<file path="config.mk">
export PLATFORM = sky130hd
export DESIGN_NAME = brownout_reset_sequencer
export DESIGN_NICKNAME = d
export VERILOG_FILES = /design/src/reset_seq_pkg.sv /design/src/delay_counter.sv /design/src/brownout_reset_sequencer.sv
export VERILOG_INCLUDE_DIRS = /design/src
export SDC_FILE = /design/constraint.sdc
export NUM_CORES = 1
export LEC_CHECK = 0
export BUFFER_PORTS_ARGS = -buffer_cell sky130_fd_sc_hd__buf_2
export CORE_UTILIZATION = 45
export DETAILED_ROUTE_END_ITERATION = 6
export PLACE_DENSITY_LB_ADDON = 0.2
export SYNTH_ARGS = -nofsm -noshare
export SYNTH_HDL_FRONTEND = slang
export SYNTH_HIERARCHICAL = 1
export SYNTH_SLANG_ARGS = --single-unit
</file>
<file path="constraint.sdc">
create_clock -name clk_sys -period 2.2 [get_ports clk_sys]
set_input_delay 0 -clock clk_sys [delete_from_list [all_inputs] [get_ports clk_sys]]
set_output_delay 0 -clock clk_sys [all_outputs]
set_load 0.05 [all_outputs]
</file>
<file path="src/brownout_reset_sequencer_regs.svh">
// Purpose : Register map, field positions and timing constants of the reset sequencer
// Assumes : 32-bit classic Wishbone, byte addresses, one register per aligned word
// Notes   : Definitions only
`ifndef BROWNOUT_RESET_SEQUENCER_REGS_SVH
`define BROWNOUT_RESET_SEQUENCER_REGS_SVH

// ----------------------------------------
// Register offsets
// ----------------------------------------
`define REG_RESET_CTRL      6'h00
`define REG_OSC_CTRL        6'h04
`define REG_CONFIG          6'h08
`define REG_IRQ_STATUS      6'h0C
`define REG_IRQ_MASK        6'h10
`define REG_TIMING          6'h14

// ----------------------------------------
// Field positions
// ----------------------------------------
`define RESET_CTRL_BOR_BIT  1
`define RESET_CTRL_POR_BIT  0
`define OSC_CTRL_LOCK_BIT   5
`define CFG_OSC_SEL_LSB     0
`define CFG_POSC_MODE_LSB   3
`define CFG_POWER_UP_TIMER_ZERO_BIT   5
`define CFG_XTAL_BIT        6
`define IRQ_BOR_BIT         0
`define IRQ_RELEASE_BIT     1
`define TIMING_IDLE_BIT     3
`define TIMING_SLEEP_BIT    4

// ----------------------------------------
// Reset values and timing
// ----------------------------------------
`define CONFIG_RESET        7'h00
`define CLK_PERIOD_NS       10
`define REG_STARTUP_US      20
`define REG_STARTUP_CYC     ((`REG_STARTUP_US * 1000 + `CLK_PERIOD_NS - 1) / `CLK_PERIOD_NS)
`define FAILSAFE_DELAY_US   100
`define FAILSAFE_CYC        ((`FAILSAFE_DELAY_US * 1000 + `CLK_PERIOD_NS - 1) / `CLK_PERIOD_NS)
`define POWER_UP_TIMER_DEFAULT_CYC    16'h0400
`define OST_DEFAULT_CYC     16'h0400

`endif

</file>
<file path="src/reset_seq_pkg.sv">
// Purpose : Types shared by the reset sequencer
// Assumes : None
// Notes   : Constants live in the _regs header
package reset_seq_pkg;
    typedef enum logic [2:0] {
        ST_STARTUP = 3'b000,
        ST_CLKWAIT = 3'b001,
        ST_RUN     = 3'b010,
        ST_BORHOLD = 3'b011
    } seq_state_t;
endpackage

</file>
<file path="src/delay_counter.sv">
// Purpose : Loadable down-counter that flags when its interval has run out
// Assumes : Same clock as the sequencer
// Notes   : Used once per timed interval
`timescale 1ns/100ps
module delay_counter #(
    parameter int W = 16
) (
    input  wire logic         clk_sys,
    input  wire logic         sys_rst,
    input  wire logic         load,
    input  wire logic [W-1:0] count,
    output logic              done
);
    logic [W-1:0] cnt_ff;
    logic [W-1:0] nxt_cnt;
    logic         done_ff;
    logic         nxt_done;

    // Next count: load wins, then count down to zero
    always_comb begin
        nxt_cnt  = cnt_ff;
        nxt_done = done_ff;
        if (load) begin
            nxt_cnt  = count;
            nxt_done = 1'b0;
        end else if (cnt_ff != '0) begin
            nxt_cnt = cnt_ff - 1'b1;
        end else begin
            nxt_done = 1'b1;
        end
    end

    // Registers
    always_ff @(posedge clk_sys) begin
        if (sys_rst) begin
            cnt_ff  <= '0;
            done_ff <= 1'b0;
        end else begin
            cnt_ff  <= nxt_cnt;
            done_ff <= nxt_done;
        end
    end

    assign done = done_ff;
endmodule

</file>
<file path="src/brownout_reset_sequencer.sv">
// Purpose : Power-up / brown-out reset sequencing with Wishbone registers
// Assumes : clk_sys 100 MHz; analog inputs are asynchronous and synchronised here
// Notes   : Single clock domain; sys_rst models the power-on event
//
// Design decisions made here: the Wishbone interface to the registers and the register addresses.
`timescale 1ns/100ps
`include "brownout_reset_sequencer_regs.svh"

module brownout_reset_sequencer #(
    parameter int        CW          = 16,
    parameter bit [15:0] POWER_UP_TIMER_CYC    = `POWER_UP_TIMER_DEFAULT_CYC,
    parameter bit [15:0] OST_CYC     = `OST_DEFAULT_CYC,
    parameter bit [15:0] STARTUP_CYC = 16'(`REG_STARTUP_CYC),
    parameter bit [15:0] FSCM_CYC    = 16'(`FAILSAFE_CYC)
) (
    input  wire logic        clk_sys,
    input  wire logic        sys_rst,
    input  wire logic        wb_cyc_i,
    input  wire logic        wb_stb_i,
    input  wire logic        wb_we_i,
    input  wire logic [5:0]  wb_adr_i,
    input  wire logic [3:0]  wb_sel_i,
    input  wire logic [31:0] wb_dat_i,
    output logic [31:0]      wb_dat_o,
    output logic             wb_ack_o,
    input  wire logic        core_supply_low,
    input  wire logic        power_down,
    input  wire logic        pll_locked,
    input  wire logic        sleep_mode,
    input  wire logic        idle_mode,
    output logic             exec_enable,
    output logic             sysclk_enable,
    output logic             core_reset,
    output logic [2:0]       clock_source,
    output logic             irq
);
    // ----------------------------------------
    // Input synchronisers
    // ----------------------------------------
    logic [2:0] sync1_ff;
    logic [2:0] sync2_ff;

    // Two stages; first stage is read only by the second
    always_ff @(posedge clk_sys) begin
        if (sys_rst) begin
            sync1_ff <= 3'h0;
            sync2_ff <= 3'h0;
        end else begin
            sync1_ff <= {pll_locked, power_down, core_supply_low};
            sync2_ff <= sync1_ff;
        end
    end

    logic bor_level;
    logic pd_level;
    logic lock_level;
    assign bor_level  = sync2_ff[0];
    assign pd_level   = sync2_ff[1];
    assign lock_level = sync2_ff[2];

    // ----------------------------------------
    // Registers and sequencer state
    // ----------------------------------------
    reset_seq_pkg::seq_state_t state_ff;
    reset_seq_pkg::seq_state_t nxt_state;
    logic [6:0]  config_ff;
    logic [6:0]  nxt_config;
    logic        bor_flag_ff;
    logic        nxt_bor_flag;
    logic        por_flag_ff;
    logic        nxt_por_flag;
    logic [1:0]  irq_stat_ff;
    logic [1:0]  nxt_irq_stat;
    logic [1:0]  irq_mask_ff;
    logic [1:0]  nxt_irq_mask;
    logic        ack_ff;
    logic        nxt_ack;
    logic [31:0] rdata_ff;
    logic [31:0] nxt_rdata;
    logic [2:0]  clk_src_ff;
    logic [2:0]  nxt_clk_src;
    logic        pd_seen_ff;
    logic        nxt_pd_seen;
    logic        exec_ff;
    logic        nxt_exec;
    logic        core_rst_ff;
    logic        nxt_core_rst;
    logic        sysclk_en_ff;
    logic        nxt_sysclk_en;
    logic        irq_ff;
    logic        nxt_irq;
    logic        first_ff;

    logic        wr_stb;
    logic        rd_stb;
    logic        bor_event;
    logic        release_event;
    logic        load_start;
    logic        load_delays;
    logic        startup_done;
    logic        ost_done;
    logic        power_up_timer_done;
    logic        use_osc;
    logic        use_pll;
    logic        use_fscm;
    logic [15:0] power_up_timer_load;
    logic        clk_ready;

    // Single-cycle classic access; ack drops after one cycle
    assign wr_stb = wb_cyc_i && wb_stb_i && wb_we_i && !ack_ff;
    assign rd_stb = wb_cyc_i && wb_stb_i && !wb_we_i && !ack_ff;

    // Brown-out compare is not gated by low-power modes
    assign bor_event = bor_level && (state_ff != reset_seq_pkg::ST_BORHOLD);

    // Mode decode from config fields
    assign use_osc  = config_ff[`CFG_POSC_MODE_LSB +: 2] != 2'b11;
    assign use_pll  = config_ff[`CFG_OSC_SEL_LSB +: 3] == 3'b001
                   || config_ff[`CFG_OSC_SEL_LSB +: 3] == 3'b011;
    assign use_fscm = config_ff[`CFG_POWER_UP_TIMER_ZERO_BIT] && config_ff[`CFG_XTAL_BIT];
    // Fail-safe delay replaces the power-up delay
    assign power_up_timer_load = use_fscm ? FSCM_CYC
                     : (config_ff[`CFG_POWER_UP_TIMER_ZERO_BIT] ? 16'h0000 : POWER_UP_TIMER_CYC);

    // Clock held for start-up timer and PLL lock
    assign clk_ready = (!use_osc || ost_done) && (!use_pll || lock_level);

    // ----------------------------------------
    // Timers
    // ----------------------------------------
    delay_counter #(.W(CW)) u_startup (
        .clk_sys (clk_sys),
        .sys_rst (sys_rst),
        .load    (load_start),
        .count   (STARTUP_CYC),
        .done    (startup_done)
    );

    delay_counter #(.W(CW)) u_ost (
        .clk_sys (clk_sys),
        .sys_rst (sys_rst),
        .load    (load_delays),
        .count   (OST_CYC),
        .done    (ost_done)
    );

    delay_counter #(.W(CW)) u_power_up_timer (
        .clk_sys (clk_sys),
        .sys_rst (sys_rst),
        .load    (load_delays),
        .count   (power_up_timer_load),
        .done    (power_up_timer_done)
    );

    // ----------------------------------------
    // Sequencer
    // ----------------------------------------
    // Next-state logic; brown-out overrides every state except ST_BORHOLD
    always_comb begin
        nxt_state     = state_ff;
        nxt_clk_src   = clk_src_ff;
        nxt_pd_seen   = pd_seen_ff;
        load_start    = 1'b0;
        load_delays   = 1'b0;
        release_event = 1'b0;
        case (state_ff)
            reset_seq_pkg::ST_STARTUP: begin
                // Regulator start-up hold, execution off
                if (first_ff) begin
                    // Arm the hold on the first cycle out of power-on
                    load_start = 1'b1;
                end else if (startup_done && !pd_level) begin
                    nxt_state   = reset_seq_pkg::ST_CLKWAIT;
                    load_delays = 1'b1;
                end
            end
            reset_seq_pkg::ST_CLKWAIT: begin
                // Power-up delay runs in parallel; release needs both
                if (power_up_timer_done && clk_ready) begin
                    nxt_state     = reset_seq_pkg::ST_RUN;
                    release_event = 1'b1;
                end
            end
            reset_seq_pkg::ST_RUN: begin
                // Power-down remembered, start-up hold on wake
                if (pd_level) begin
                    nxt_pd_seen = 1'b1;
                end else if (pd_seen_ff) begin
                    nxt_pd_seen = 1'b0;
                    nxt_state   = reset_seq_pkg::ST_STARTUP;
                    load_start  = 1'b1;
                end
            end
            reset_seq_pkg::ST_BORHOLD: begin
                // Wait for supply recovery before sequencing again
                if (!bor_level) begin
                    nxt_state   = reset_seq_pkg::ST_CLKWAIT;
                    load_delays = 1'b1;
                end
            end
            default: begin
                nxt_state = reset_seq_pkg::ST_STARTUP;
            end
        endcase
        if (bor_event) begin
            nxt_state   = reset_seq_pkg::ST_BORHOLD;
            nxt_clk_src = config_ff[`CFG_OSC_SEL_LSB +: 3];
            nxt_pd_seen = 1'b0;
            load_start  = 1'b0;
            load_delays = 1'b0;
        end
    end

    // ----------------------------------------
    // Register file
    // ----------------------------------------
    // Write, clear and read decode; hardware set beats software clear
    always_comb begin
        nxt_config   = config_ff;
        nxt_irq_mask = irq_mask_ff;
        nxt_bor_flag = bor_flag_ff;
        nxt_por_flag = por_flag_ff;
        nxt_irq_stat = irq_stat_ff;
        nxt_rdata    = rdata_ff;
        nxt_ack      = wb_cyc_i && wb_stb_i && !ack_ff;
        if (wr_stb && wb_sel_i[0]) begin
            if (wb_adr_i == `REG_RESET_CTRL) begin
                // Flags clear only by software write of zero
                nxt_bor_flag = bor_flag_ff & wb_dat_i[`RESET_CTRL_BOR_BIT];
                nxt_por_flag = por_flag_ff & wb_dat_i[`RESET_CTRL_POR_BIT];
            end else if (wb_adr_i == `REG_CONFIG) begin
                nxt_config = wb_dat_i[6:0];
            end else if (wb_adr_i == `REG_IRQ_STATUS) begin
                nxt_irq_stat = irq_stat_ff & ~wb_dat_i[1:0];
            end else if (wb_adr_i == `REG_IRQ_MASK) begin
                nxt_irq_mask = wb_dat_i[1:0];
            end
        end
        if (bor_event) begin
            nxt_bor_flag                = 1'b1;
            nxt_irq_stat[`IRQ_BOR_BIT]  = 1'b1;
        end
        if (release_event) begin
            nxt_irq_stat[`IRQ_RELEASE_BIT] = 1'b1;
        end
        if (rd_stb) begin
            nxt_rdata = 32'h0000_0000;
            if (wb_adr_i == `REG_RESET_CTRL) begin
                nxt_rdata[`RESET_CTRL_BOR_BIT] = bor_flag_ff;
                nxt_rdata[`RESET_CTRL_POR_BIT] = por_flag_ff;
            end else if (wb_adr_i == `REG_OSC_CTRL) begin
                nxt_rdata[2:0]                = clk_src_ff;
                nxt_rdata[`OSC_CTRL_LOCK_BIT] = lock_level;
            end else if (wb_adr_i == `REG_CONFIG) begin
                nxt_rdata[6:0] = config_ff;
            end else if (wb_adr_i == `REG_IRQ_STATUS) begin
                nxt_rdata[1:0] = irq_stat_ff;
            end else if (wb_adr_i == `REG_IRQ_MASK) begin
                nxt_rdata[1:0] = irq_mask_ff;
            end else if (wb_adr_i == `REG_TIMING) begin
                nxt_rdata[2:0] = state_ff;
                // Low-power inputs come from same-clock core logic
                nxt_rdata[`TIMING_SLEEP_BIT] = sleep_mode;
                nxt_rdata[`TIMING_IDLE_BIT]  = idle_mode;
            end
        end
    end

    // Registers; power-on flag set by reset itself
    always_ff @(posedge clk_sys) begin
        if (sys_rst) begin
            state_ff    <= reset_seq_pkg::ST_STARTUP;
            config_ff   <= `CONFIG_RESET;
            bor_flag_ff <= 1'b0;
            por_flag_ff <= 1'b1;
            irq_stat_ff <= 2'b00;
            irq_mask_ff <= 2'b00;
            ack_ff      <= 1'b0;
            rdata_ff    <= 32'h0000_0000;
            clk_src_ff  <= 3'h0;
            pd_seen_ff  <= 1'b0;
        end else begin
            state_ff    <= nxt_state;
            config_ff   <= nxt_config;
            bor_flag_ff <= nxt_bor_flag;
            por_flag_ff <= nxt_por_flag;
            irq_stat_ff <= nxt_irq_stat;
            irq_mask_ff <= nxt_irq_mask;
            ack_ff      <= nxt_ack;
            rdata_ff    <= nxt_rdata;
            clk_src_ff  <= nxt_clk_src;
            pd_seen_ff  <= nxt_pd_seen;
        end
    end

    // Power-on marker; high only in the first cycle after reset
    always_ff @(posedge clk_sys) begin
        if (sys_rst) begin
            first_ff <= 1'b1;
        end else begin
            first_ff <= 1'b0;
        end
    end

    // ----------------------------------------
    // Outputs
    // ----------------------------------------
    // Outputs follow the next state, so the flops add no latency;
    // registering keeps reset and clock gate free of decode glitches
    always_comb begin
        nxt_exec      = (nxt_state == reset_seq_pkg::ST_RUN);
        nxt_core_rst  = (nxt_state != reset_seq_pkg::ST_RUN);
        nxt_sysclk_en = (nxt_state == reset_seq_pkg::ST_RUN)
                     || ((nxt_state == reset_seq_pkg::ST_CLKWAIT)
                         && clk_ready && !load_delays); // Stale done flags at entry
        nxt_irq       = |(nxt_irq_stat & nxt_irq_mask);
    end

    // Reset state: core held, clock stopped, no interrupt
    always_ff @(posedge clk_sys) begin
        if (sys_rst) begin
            exec_ff      <= 1'b0;
            core_rst_ff  <= 1'b1;
            sysclk_en_ff <= 1'b0;
            irq_ff       <= 1'b0;
        end else begin
            exec_ff      <= nxt_exec;
            core_rst_ff  <= nxt_core_rst;
            sysclk_en_ff <= nxt_sysclk_en;
            irq_ff       <= nxt_irq;
        end
    end

    assign wb_ack_o      = ack_ff;
    assign wb_dat_o      = rdata_ff;
    assign exec_enable   = exec_ff;
    assign core_reset    = core_rst_ff;
    assign sysclk_enable = sysclk_en_ff;
    assign clock_source  = clk_src_ff;
    assign irq           = irq_ff;
endmodule

</file>
Yosys cells after proc, flatten, opt, wreduce, memory -nomap -nowiden
Cells that the tools add are included.
- register bits after elaboration: 90
- latch bits: 0
- bits in writable memories: 0
- bits in read-only memories: 0
- bits of input ports: 52
- output and inout port bits: 40
- word-level logic and storage cells: 147
- memories kept: 0
- add/sub/neg operators: 3
- $mul: 0
- divide/modulo/power cells: 0
- order comparisons: 0
- eq/ne operators: 15
- shift operators: 0
- muxes and demuxes: 57
- bitwise logic cells: 6
- reductions and logical operators: 41
- operators by type and width (kind ; count):
    $mux W11 ; 5
    $reduce_bool A16 Y1 ; 3
    $sub A16 B1 Y16 const B ; 3
    $mux W16 ; 2
    $mux W3 ; 10
    $mux W2 ; 14
    $mux W1 ; 19
    $mux W5 ; 3
    $logic_and A1 B1 Y1 ; 14
    $mux W14 ; 1
    $eq A3 B2 Y1 const B ; 4
    $eq A6 B4 Y1 const B ; 2
    $eq A6 B5 Y1 const B ; 2
    $pmux W3 S4 ; 1
    $reduce_bool A2 Y1 ; 5
    $eq A3 B1 Y1 const B ; 3
    $reduce_or A2 Y1 ; 4
    $eq A6 B3 Y1 const B ; 1
    $logic_not A1 Y1 ; 6
    $logic_not A6 Y1 ; 1
    $ne A3 B2 Y1 const B ; 2
    $and A2 B2 Y2 ; 2
    $logic_or A1 B1 Y1 ; 4
    $pmux W1 S2 ; 2
    7 further kinds ; 9

Logic depth before layout (Yosys ltp)
Gate-level depths: netlist of run 1.
- depth in word-level cells: 13
- depth in mapped cells: 8
- depth with buffers taken out: 7

Hierarchy
Netlist of run 1, hierarchy kept.
- by module, submodules not included (module ; times used ; cells an instance ; area each (um^2) ; sequential area each (um^2)):
    delay_counter ; 3 ; 105 ; 858.3 ; 340.3
    brownout_reset_sequencer ; 1 ; 220 ; 1945.6 ; 780.7

Least setup slack after synthesis of run 1
Ideal clock, no wire load.
- kind: reg-to-reg
- start point: register state_ff[1]
- end point: register u_power_up_timer.cnt_ff[13]
- library setup time: 69 ps
- arrival: 2333 ps
- data required time: 2131 ps
- path slack: -202 ps
- cell stages (with the launch flop): 9
- buffers on the path: 2
- clock period less this slack: 2402 ps
- cells stage by stage: dfxtp_1 clkbuf_1 nor4b_1 mux2i_1 nor3_1 nor2b_1 clkbuf_1 nand2_1 o21ai_1
- cells in the longest elaborated chain, start to end: 4
- elaborated cells between the ends (all ways): 8
- classes of those cells: eq/ne (2); mux (3); reduce/logical (3)
- RTL lines (item ; line ; text):
    from (decl) ; brownout_reset_sequencer.sv:64 ; reset_seq_pkg::seq_state_t state_ff;
    from (signal assigned) ; brownout_reset_sequencer.sv:272 ; state_ff <= reset_seq_pkg::ST_STARTUP;
    from (signal assigned) ; brownout_reset_sequencer.sv:283 ; state_ff <= nxt_state;
    $eq A3 B2 Y1, or another cell as far along ; brownout_reset_sequencer.sv:166 ; case (state_ff)
    $pmux W1 S2 / $logic_and A1 B1 Y1 (equally long branches) ; brownout_reset_sequencer.sv:166, brownout_reset_sequencer.sv:114 ;
    $mux W1 * ; brownout_reset_sequencer.sv:205 ; if (bor_event) begin
    via load_delays ; brownout_reset_sequencer.sv:99 ; logic load_delays;
    $mux W16 / $reduce_bool A2 Y1 (equally long branches) ; - ;
    to (signal assigned) ; delay_counter.sv:39 ; cnt_ff <= nxt_cnt;
    to (decl) ; delay_counter.sv:14 ; logic [W-1:0] cnt_ff;
Mark *: on every way through the listed nets, which the timed path passes. The rest lies on a longest branch.
A chain may end at the register's enable or synchronous reset.

Final worst setup path of run 1
- start point: register u_ost.cnt_ff[4]
- end point: register u_ost.cnt_ff[0]
- cells in the longest elaborated chain, start to end: 1
- RTL lines (item ; line ; text):
    from (decl) ; delay_counter.sv:14 ;
    from (signal assigned) ; delay_counter.sv:39 ;
    $reduce_bool A16 Y1 ; delay_counter.sv:26 ; end else if (cnt_ff != '0) begin
Every way passes these cells.

==> results_dict.tcl, run 1 <==
set metrics [dict create \
    slew_viol_final 0 \
    cts_hold_buf 10 \
    period_minus_slack_ns 1.97 \
    synthCells 535 \
    finalPower_mw 6.13 \
    first_pass_iters 4 \
    cts_made_buffers 9 \
    dpl.cell_count 752 \
    post-route-util_pct 54.2 \
    cp-start-kind "flip-flop" \
    synth-simple-area-share_pct 27.7 \
    holdCritPathClass "input port to flip-flop" \
    fp.dieW_um 102 \
    place.gp.congestion 0.791 \
    max_slew_margin_pct 57.1 \
    synth_top_area_share_pct 39.9 \
    htree_levels 3 \
    drive_above_1_share_pct 13.3 \
    synth_seq_area_share_pct 39.9 \
    pre_cts_slack_ns 0.233 \
    coreArea_um2 9770 \
    drt_iter0_drc 91 \
    cts_num_sinks 90 \
    overflow 0 \
    cap_viol_max_count 0 \
    tightest_slew_ns 0.644 \
    ir_drop_mv 0.636 \
    grt_start_max_net_pins 44 \
    design_area_um2 5300 \
    synth_area_leader_cell "dfxtp_1" \
    cp.arrival_ns 2.25 \
    max_freq_mhz 507 \
    cts.path.max_buffers 2 \
    vias_per_cell 4.91 \
    setup_ws_ns 0.226 \
    synthFlopType "dfxtp_1" \
    ctsResizeCount 0 \
    vias 3823 \
    grt_pass1_vias 3609 \
    internal_power_mw 3.68 \
    avgSynthCellArea_um2 8.45 \
    ys_ff_latch 90 \
    ant_nets 0 \
    setup_tns_ns 0 \
    synth_cell_type_count 54 \
    synth_top_family_by_area "simple AND/OR/NAND/NOR gates" \
    synth_edf_count 0 \
    ioPinCount 92 \
    root_buffer "clkbuf_8" \
    swShare_pct 39.9 \
    path_max_fanout 5 \
    clock_latency_ns 0.36 \
    antenna_found_initial 0 \
    clkPwrFrac_pct 16.2 \
    clk_pin_slew_ns 0.09 \
    layout_common_cells "dfxtp_1 (90), nand2_1 (78), conb_1 (69), buf_2 (38), nor2_1 (34)" \
    drcViolationCount 0 \
    wl_per_cell_um 11.8 \
    r2r_cells 4 \
    routed_wl_mm 9.14 \
    fin_crit_sh_pct 89.7 \
    synthMuxAreaShare_pct 3.54 \
    worstSetupPathType "flip-flop to flip-flop" \
    yosys_warnings 6 \
    dpl-instance-area_um2 5030 \
    final_common_cell "dfxtp_1" \
    required_ns 2.48 \
    layout.cells.non_filler 778 \
    numPortBuffers 38 \
    synth_fa_ha_area_share_pct 0.830 \
    pwr-share-comb_pct 44.5 \
    setup_viol 0 \
    nets 695 \
    cts_setup_buffers 0 \
    synth.cell_area_um2 4520 \
    grt_pass1_wl_mm 16.0 \
    seq_power_share_pct 39.3 \
    die_y_um 102 \
    holdWs_ns 0.0401 \
    clock_skew_ns 0.0107 \
    area_growth_syn_to_layout_pct 17.2 \
    rsz0062_at_grt "false" \
    rows 36 \
    hpwl_mm 6.35 \
    cts_tree "done" \
    cp-end-kind "flip-flop" \
    status "complete, no violations" \
    synthTopCellsByArea "dfxtp_1 (40%), nand2_1 (6.5%), xor2_1 (4.6%)" \
    synth_compound_area_share_pct 13.7 \
    hold_viol 0 \
    n_antenna_cell 0 \
    synthArstFlopShare_pct 0 \
    cellLeakagePower_nw 2.06 \
    switchingPower_mw 2.45 \
    hold_depth 4 \
    powerDensity_nw_per_um2 1160 \
    initial_core_util_pct 46.2 \
    synthXorXnorAreaFrac_pct 7.56 \
    dieArea_um2 10500 \
    grt_usage_pct 19.5 \
]
worst max-delay path, cell delays in order (launching register included):
cell	delay, ns
dfxtp_1	0.35
or4_1	0.57
or3_4	0.41
or4_1	0.49
o221ai_1	0.08
cell families after synthesis:
kind of cell / after synthesis
AO/OA/AOI/OAI: 99
multiplexers: 16
buffers and inverters: 52
adder cells (fa/ha/maj): 3
XOR/XNOR: 39
other: 2
flip-flops: 90
AND/OR/NAND/NOR: 234
synthesized netlist by cell type, drive strengths merged, types with 3 or more instances:
cell type / n
a21oi: 18
a2bb2oi: 4
buf: 30
clkbuf: 12
dfxtp: 90
ha: 3
inv: 10
mux2i: 16
nand2: 78
nand2b: 22
nand3: 8
nand3b: 4
nand4: 7
nand4b: 6
nor2: 34
nor2b: 16
nor3: 9
nor4: 17
o21a: 3
o21ai: 48
o221ai: 6
o31a: 3
or3: 13
or4: 12
xnor2: 15
xor2: 24
registers in the layout, indices dropped and copies added, names as in the netlist, 2 cells and up:
name / count
config_ff: 7
u_ost/cnt_ff: 16
irq_mask_ff: 2
sync1_ff: 3
u_startup/cnt_ff: 16
clock_source: 3
wb_dat_o: 7
sync2_ff: 3
u_power_up_timer/cnt_ff: 16
irq_stat_ff: 2
state_ff: 3
worst paths after layout:
kind / start / end / slack [ns]
min reg2reg: sync1_ff[2]$_SDFF_PP0_ / sync2_ff[2]$_SDFF_PP0_ / 0.45
max: u_ost/cnt_ff[4]$_SDFFE_PP0P_ / u_ost/cnt_ff[0]$_SDFFE_PP0P_ / 0.23
min: idle_mode / wb_dat_o[3]$_SDFFE_PP0P_ / 0.04
max reg2reg: u_ost/cnt_ff[4]$_SDFFE_PP0P_ / u_ost/cnt_ff[0]$_SDFFE_PP0P_ / 0.23
final cells by class:
| cell class | instances | area (µm²) |
|---|---|---|
| clock buffer | 9 | 124 |
| clock inverter | 7 | 46.3 |
| fill | 972 | 4480 |
| inverter | 10 | 37.5 |
| multi-input combinational | 460 | 2680 |
| sequential | 90 | 1800 |
| tap | 133 | 166 |
| timing repair buffer | 69 | 448 |
power by group through the flow:
stage | sequential [mW] | clock (mW) | combinational (mW)
6_report | 2.41 | 0.992 | 2.73
5_1_grt | 2.47 | 1.12 | 3.10
3_5_place_dp | 2.44 | 0 | 2.71
3_3_place_gp | 2.43 | 0 | 2.66
4_1_cts | 2.41 | 1.04 | 2.74
2_1_floorplan | 2.36 | 0 | 2.09
per-layer routing:
layer	wire, µm	GRT usage [%]	up-vias	share of wire [%]
li1	-	-	2008	-
met1	4490	24.8	1733	49
met2	4220	31.6	60	46
met3	202	3.28	22	2.2
met4	232	10.4	0	2.5
met5	0	0	-	0
No activity file was read; power rests on OpenSTA's default activity.
==> run 2: changes to the inputs <==
- CORE_MARGIN: default -> 2
==> results_dict.tcl, run 2 (synthesized netlist as in run 1, its figures left out) <==
set metrics [dict create \
    status "complete, no violations" \
    crit_path_cell_trace "or4_1 -> or3_4 -> or4_1 -> o221ai_1" \
    required_ns 2.49 \
    die_y_um 104 \
    slew_viol_final 0 \
    wl_per_cell_um 12.0 \
    post-route-util_pct 54.4 \
    holdCritPathClass "input port to flip-flop" \
    path_max_fanout 5 \
    antenna_found_initial 0 \
    cp.arrival_ns 2.24 \
    cap_viol_max_count 0 \
    cpPeakStageDelay_ns 0.56 \
    powerDensity_nw_per_um2 1160 \
    rows 36 \
    coreArea_um2 9770 \
    fin_crit_sh_pct 88.7 \
    numPortBuffers 38 \
    clk_pin_slew_ns 0.09 \
    setup_tns_ns 0 \
    initial_core_util_pct 46.2 \
    worstSetupPathType "flip-flop to flip-flop" \
    drcViolationCount 0 \
    ant_nets 0 \
    cts_made_buffers 9 \
    cts_setup_buffers 0 \
    crit_path_top_delay_cell "or4_1" \
    cpMostUsedCell "or4_1" \
    design_area_um2 5320 \
    period_minus_slack_ns 1.95 \
    cts_tree "done" \
    cp-end-kind "flip-flop" \
    clock_latency_ns 0.36 \
    first_pass_iters 4 \
    cp-start-kind "flip-flop" \
    vias_per_cell 5.02 \
    fill_cells 946 \
    max_slew_margin_pct 48.7 \
    grt_pass1_vias 3787 \
    layout_common_cells "dfxtp_1 (90), nand2_1 (78), conb_1 (69), buf_2 (38), nor2_1 (34)" \
    n_antenna_cell 0 \
    cts.path.max_buffers 2 \
    routed_wl_mm 9.35 \
    top_regs "u_ost/cnt_ff: 16 flops, u_power_up_timer/cnt_ff: 16 flops, u_startup/cnt_ff: 16 flops" \
    place.gp.congestion 0.806 \
    grt_usage_pct 18.4 \
    setup_ws_ns 0.249 \
    fp.dieW_um 104 \
    dieArea_um2 10900 \
    ioPinCount 92 \
    cellLeakagePower_nw 2.08 \
    nets 696 \
    hold_viol 0 \
    holdWs_ns 0.0464 \
    area_growth_syn_to_layout_pct 17.6 \
    ir_drop_mv 0.750 \
    overflow 0 \
    tightest_slew_ns 0.770 \
    rsz0062_at_grt "false" \
    root_buffer "clkbuf_8" \
    htree_levels 3 \
    drt_iter0_drc 105 \
    drive_above_1_share_pct 13.3 \
    clock_skew_ns 0.0101 \
    setup_viol 0 \
    grt_pass1_wl_mm 16.7 \
    critPathBufInv 0 \
    cpLargestDelayFamily "simple AND/OR/NAND/NOR gates" \
    final_common_cell "dfxtp_1" \
    hpwl_mm 6.39 \
    cts_num_sinks 90 \
    grt_start_max_net_pins 50 \
    vias 3913 \
    pre_cts_slack_ns 0.255 \
    dpl-instance-area_um2 5040 \
    max_freq_mhz 513 \
]
## run 2: changes by cell type in the layout (fill, tap and decap cells not counted), sizes merged
cell | previous run | this run
buf | 59 | 60
clkinv | 4 | 3
clkbuf | 9 | 12
clkinvlp | 3 | 1
## run 2: power by group
group / internal (mW) / leakage (nW) / switching [mW] / total, mW
clock network: 0.471 / 0.0924 / 0.579 / 1.05
registers: 2.04 / 0.737 / 0.370 / 2.41
logic: 1.23 / 1.25 / 1.49 / 2.72
total: 3.75 / 2.08 / 2.44 / 6.19
## run 2: what timing repair did
action,in CTS,in global routing
hold buffers,10,0
endpoints found under the hold margin,14,0
resized for setup,0,0
## run 2: final cells by class
cell class	count	area (µm²)	share of cell area [%]
clock buffer	12	155	2.92
clock inverter	4	26.3	0.494
inverter	10	37.5	0.706
multi-input combinational	460	2680	50.3
sequential	90	1800	33.9
tap	133	166	3.13
timing repair buffer	70	455	8.56
## run 2: path summary, 6_finish.rpt
path | startpoint | to | slack [ns] | depth (start not counted)
setup / recovery | u_power_up_timer/cnt_ff[4]$_SDFFE_PP0P_ | u_power_up_timer/cnt_ff[0]$_SDFFE_PP0P_ | 0.25 | 4
hold reg to reg | sync1_ff[2]$_SDFF_PP0_ | sync2_ff[2]$_SDFF_PP0_ | 0.44 | 1
setup reg to reg | u_power_up_timer/cnt_ff[4]$_SDFFE_PP0P_ | u_power_up_timer/cnt_ff[0]$_SDFFE_PP0P_ | 0.25 | 4
hold / removal | wb_cyc_i | wb_ack_o$_SDFF_PP0_ | 0.05 | 3
## run 2: stage by stage
step / total power [mW] / std cells
after detailed placement: 5.15 / 753
after global routing: 6.70 / 779
after global placement: 5.08 / 753
after floorplan: 4.45 / 602
final: 6.19 / 779
after CTS: 6.26 / 779
## run 2: worst register-to-register path, stage by stage, from the launching register on
cell and delay (ns):
dfxtp_1 0.36, or4_1 0.56, or3_4 0.40, or4_1 0.47, o221ai_1 0.08
## run 2: metal layers
metal	GRT usage, %	wire length (µm)	up-vias
met5	0	0	-
met4	8.40	194	0
met3	2.94	338	17
met2	30.8	4330	78
met1	23.3	4480	1812
li1	-	-	2006
==> run 3: changes to the inputs <==
- CORE_ASPECT_RATIO: default -> 0.75
==> results_dict.tcl, run 3 (synthesized netlist as in run 1, its figures left out) <==
set metrics [dict create \
    status "complete, no violations" \
    vias_per_cell 4.88 \
    root_buffer "clkbuf_16" \
    r2r_cells 4 \
    slew_viol_final 0 \
    cts_num_sinks 90 \
    cpMostUsedCell "or4_1" \
    setup_ws_ns 0.222 \
    period_minus_slack_ns 1.98 \
    drive_above_1_share_pct 13.0 \
    design_area_um2 5400 \
    ff_latch_area_um2 1800 \
    powerDensity_nw_per_um2 1220 \
    cellLeakagePower_nw 2.10 \
    cp-end-kind "flip-flop" \
    dpl-instance-area_um2 5020 \
    fill_cells 926 \
    cp-start-kind "flip-flop" \
    setup_viol 0 \
    crit_end "u_startup/cnt_ff[1]$_SDFFE_PP0P_" \
    wl_per_cell_um 11.9 \
    holdCritPathClass "input port to flip-flop" \
    multi_input_area_um2 2680 \
    clock_skew_ns 0.00439 \
    layout_common_cells "dfxtp_1 (90), nand2_1 (78), conb_1 (69), buf_2 (38), nor2_1 (34)" \
    drt_iter0_drc 227 \
    place.gp.congestion 0.808 \
    cts_made_buffers 9 \
    coreArea_um2 9700 \
    rr_endpoint "u_startup/cnt_ff[1]$_SDFFE_PP0P_" \
    crit_path_cell_trace "or4_1 -> or3_4 -> or4_1 -> o221ai_1" \
    nets 694 \
    critPathBufInv 0 \
    worstSetupPathType "flip-flop to flip-flop" \
    finalPower_mw 6.58 \
    initial_core_util_pct 46.6 \
    overflow 0 \
    rrSetupSlack_ns 0.22 \
    antenna_found_initial 0 \
    clk_pin_slew_ns 0.06 \
    routed_wl_mm 9.27 \
    tightest_slew_ns 0.694 \
    grt_start_max_net_pins 46 \
    max_slew_margin_pct 53.3 \
    ioPinCount 92 \
    first_pass_iters 5 \
    cp.arrival_ns 2.23 \
    fp.dieW_um 120 \
    top_regs "u_ost/cnt_ff: 16 flops, u_power_up_timer/cnt_ff: 16 flops, u_startup/cnt_ff: 16 flops" \
    cts.path.max_buffers 2 \
    ir_drop_mv 0.681 \
    cts_tree "done" \
    drcViolationCount 0 \
    fin_crit_sh_pct 89.9 \
    setup_tns_ns 0 \
    path_max_fanout 5 \
    hold_viol 0 \
    cap_viol_max_count 0 \
    path_depth 4 \
    max_freq_mhz 506 \
    pre_cts_slack_ns 0.241 \
    area_growth_syn_to_layout_pct 19.5 \
    final_common_cell "dfxtp_1" \
    vias 3788 \
    htree_levels 3 \
    die_y_um 90.8 \
    rows 31 \
    rsz0062_at_grt "false" \
    crit_path_top_delay_cell "or4_1" \
    grt_usage_pct 18.0 \
    r2r_start "u_startup/cnt_ff[4]$_SDFFE_PP0P_" \
    clock_latency_ns 0.34 \
    critPathLaunch "u_startup/cnt_ff[4]$_SDFFE_PP0P_" \
    numPortBuffers 38 \
    hpwl_mm 6.48 \
    dieArea_um2 10900 \
    grt_pass1_vias 3455 \
    required_ns 2.45 \
    n_antenna_cell 0 \
    cpLargestDelayFamily "simple AND/OR/NAND/NOR gates" \
    cpPeakStageDelay_ns 0.56 \
    ant_nets 0 \
    grt_pass1_wl_mm 16.0 \
]
## run 3: changes by cell type in the layout (fill, tap and decap cells not counted)
cell and delta:
buf_4 -2, clkbuf_16 +9, clkbuf_8 -10, clkinv_2 -2
clkinv_4 -1, clkinvlp_4 +3, inv_6 +1
## run 3: final cells by class
cell class              instances  share of cell area (%)
inverters                      10                   0.695
repair buffers                 68                    8.15
multi-input cells             460                    49.5
flip-flops and latches         90                    33.4
well taps                     132                    3.06
clock inverters                 5                   0.718
clock buffers                  11                    4.49
## run 3: report_power, final
| group | switching [mW] | leakage (nW) | internal, mW | total, mW |
|---|---|---|---|---|
| clock network | 0.644 | 0.124 | 0.800 | 1.44 |
| logic | 1.49 | 1.24 | 1.22 | 2.72 |
| registers | 0.375 | 0.737 | 2.05 | 2.42 |
## run 3: routing by layer
layer / GRT usage (%) / vias up / share of wire [%]
li1: - / 2005 / -
met1: 24.4 / 1717 / 51
met2: 28.2 / 57 / 44
met3: 4.80 / 9 / 3.6
met4: 5.00 / 0 / 1.3
met5: 0 / - / 0
## run 3: how the worst min path moves through the flow
stage / start / slack, ns / cells after the start / end
after floorplan: sys_rst / 0.03 / 0 / first_ff$_DFF_P_
after global placement: core_supply_low / 0.21 / 2 / sync1_ff[0]$_SDFF_PP0_
after detailed placement: core_supply_low / 0.22 / 2 / sync1_ff[0]$_SDFF_PP0_
after CTS: idle_mode / 0.06 / 4 / wb_dat_o[3]$_SDFFE_PP0P_
after global routing: idle_mode / 0.1 / 4 / wb_dat_o[3]$_SDFFE_PP0P_
final: idle_mode / 0.07 / 4 / wb_dat_o[3]$_SDFFE_PP0P_
## run 3: timing repair
action	in CTS	in global routing
buffers inserted	0	0
hold endpoints to repair	12	0
gates resized for setup	0	0
hold buffers	10	0
## run 3: worst register-to-register path: stages, from the launching register on
cell	delay (ns)
dfxtp_1	0.34
or4_1	0.56
or3_4	0.41
or4_1	0.49
o221ai_1	0.10
## run 3: stage by stage
step | util [%] | hold slack (ns) | instances
finish | 55.7 | 0.0665 | 776
global route | 55.7 | 0.0955 | 776
CTS | 55.7 | 0.0597 | 776
detailed placement | 51.8 | 0.216 | 750
global placement | 51.8 | 0.215 | 750
floorplan | - | 0.0277 | 602
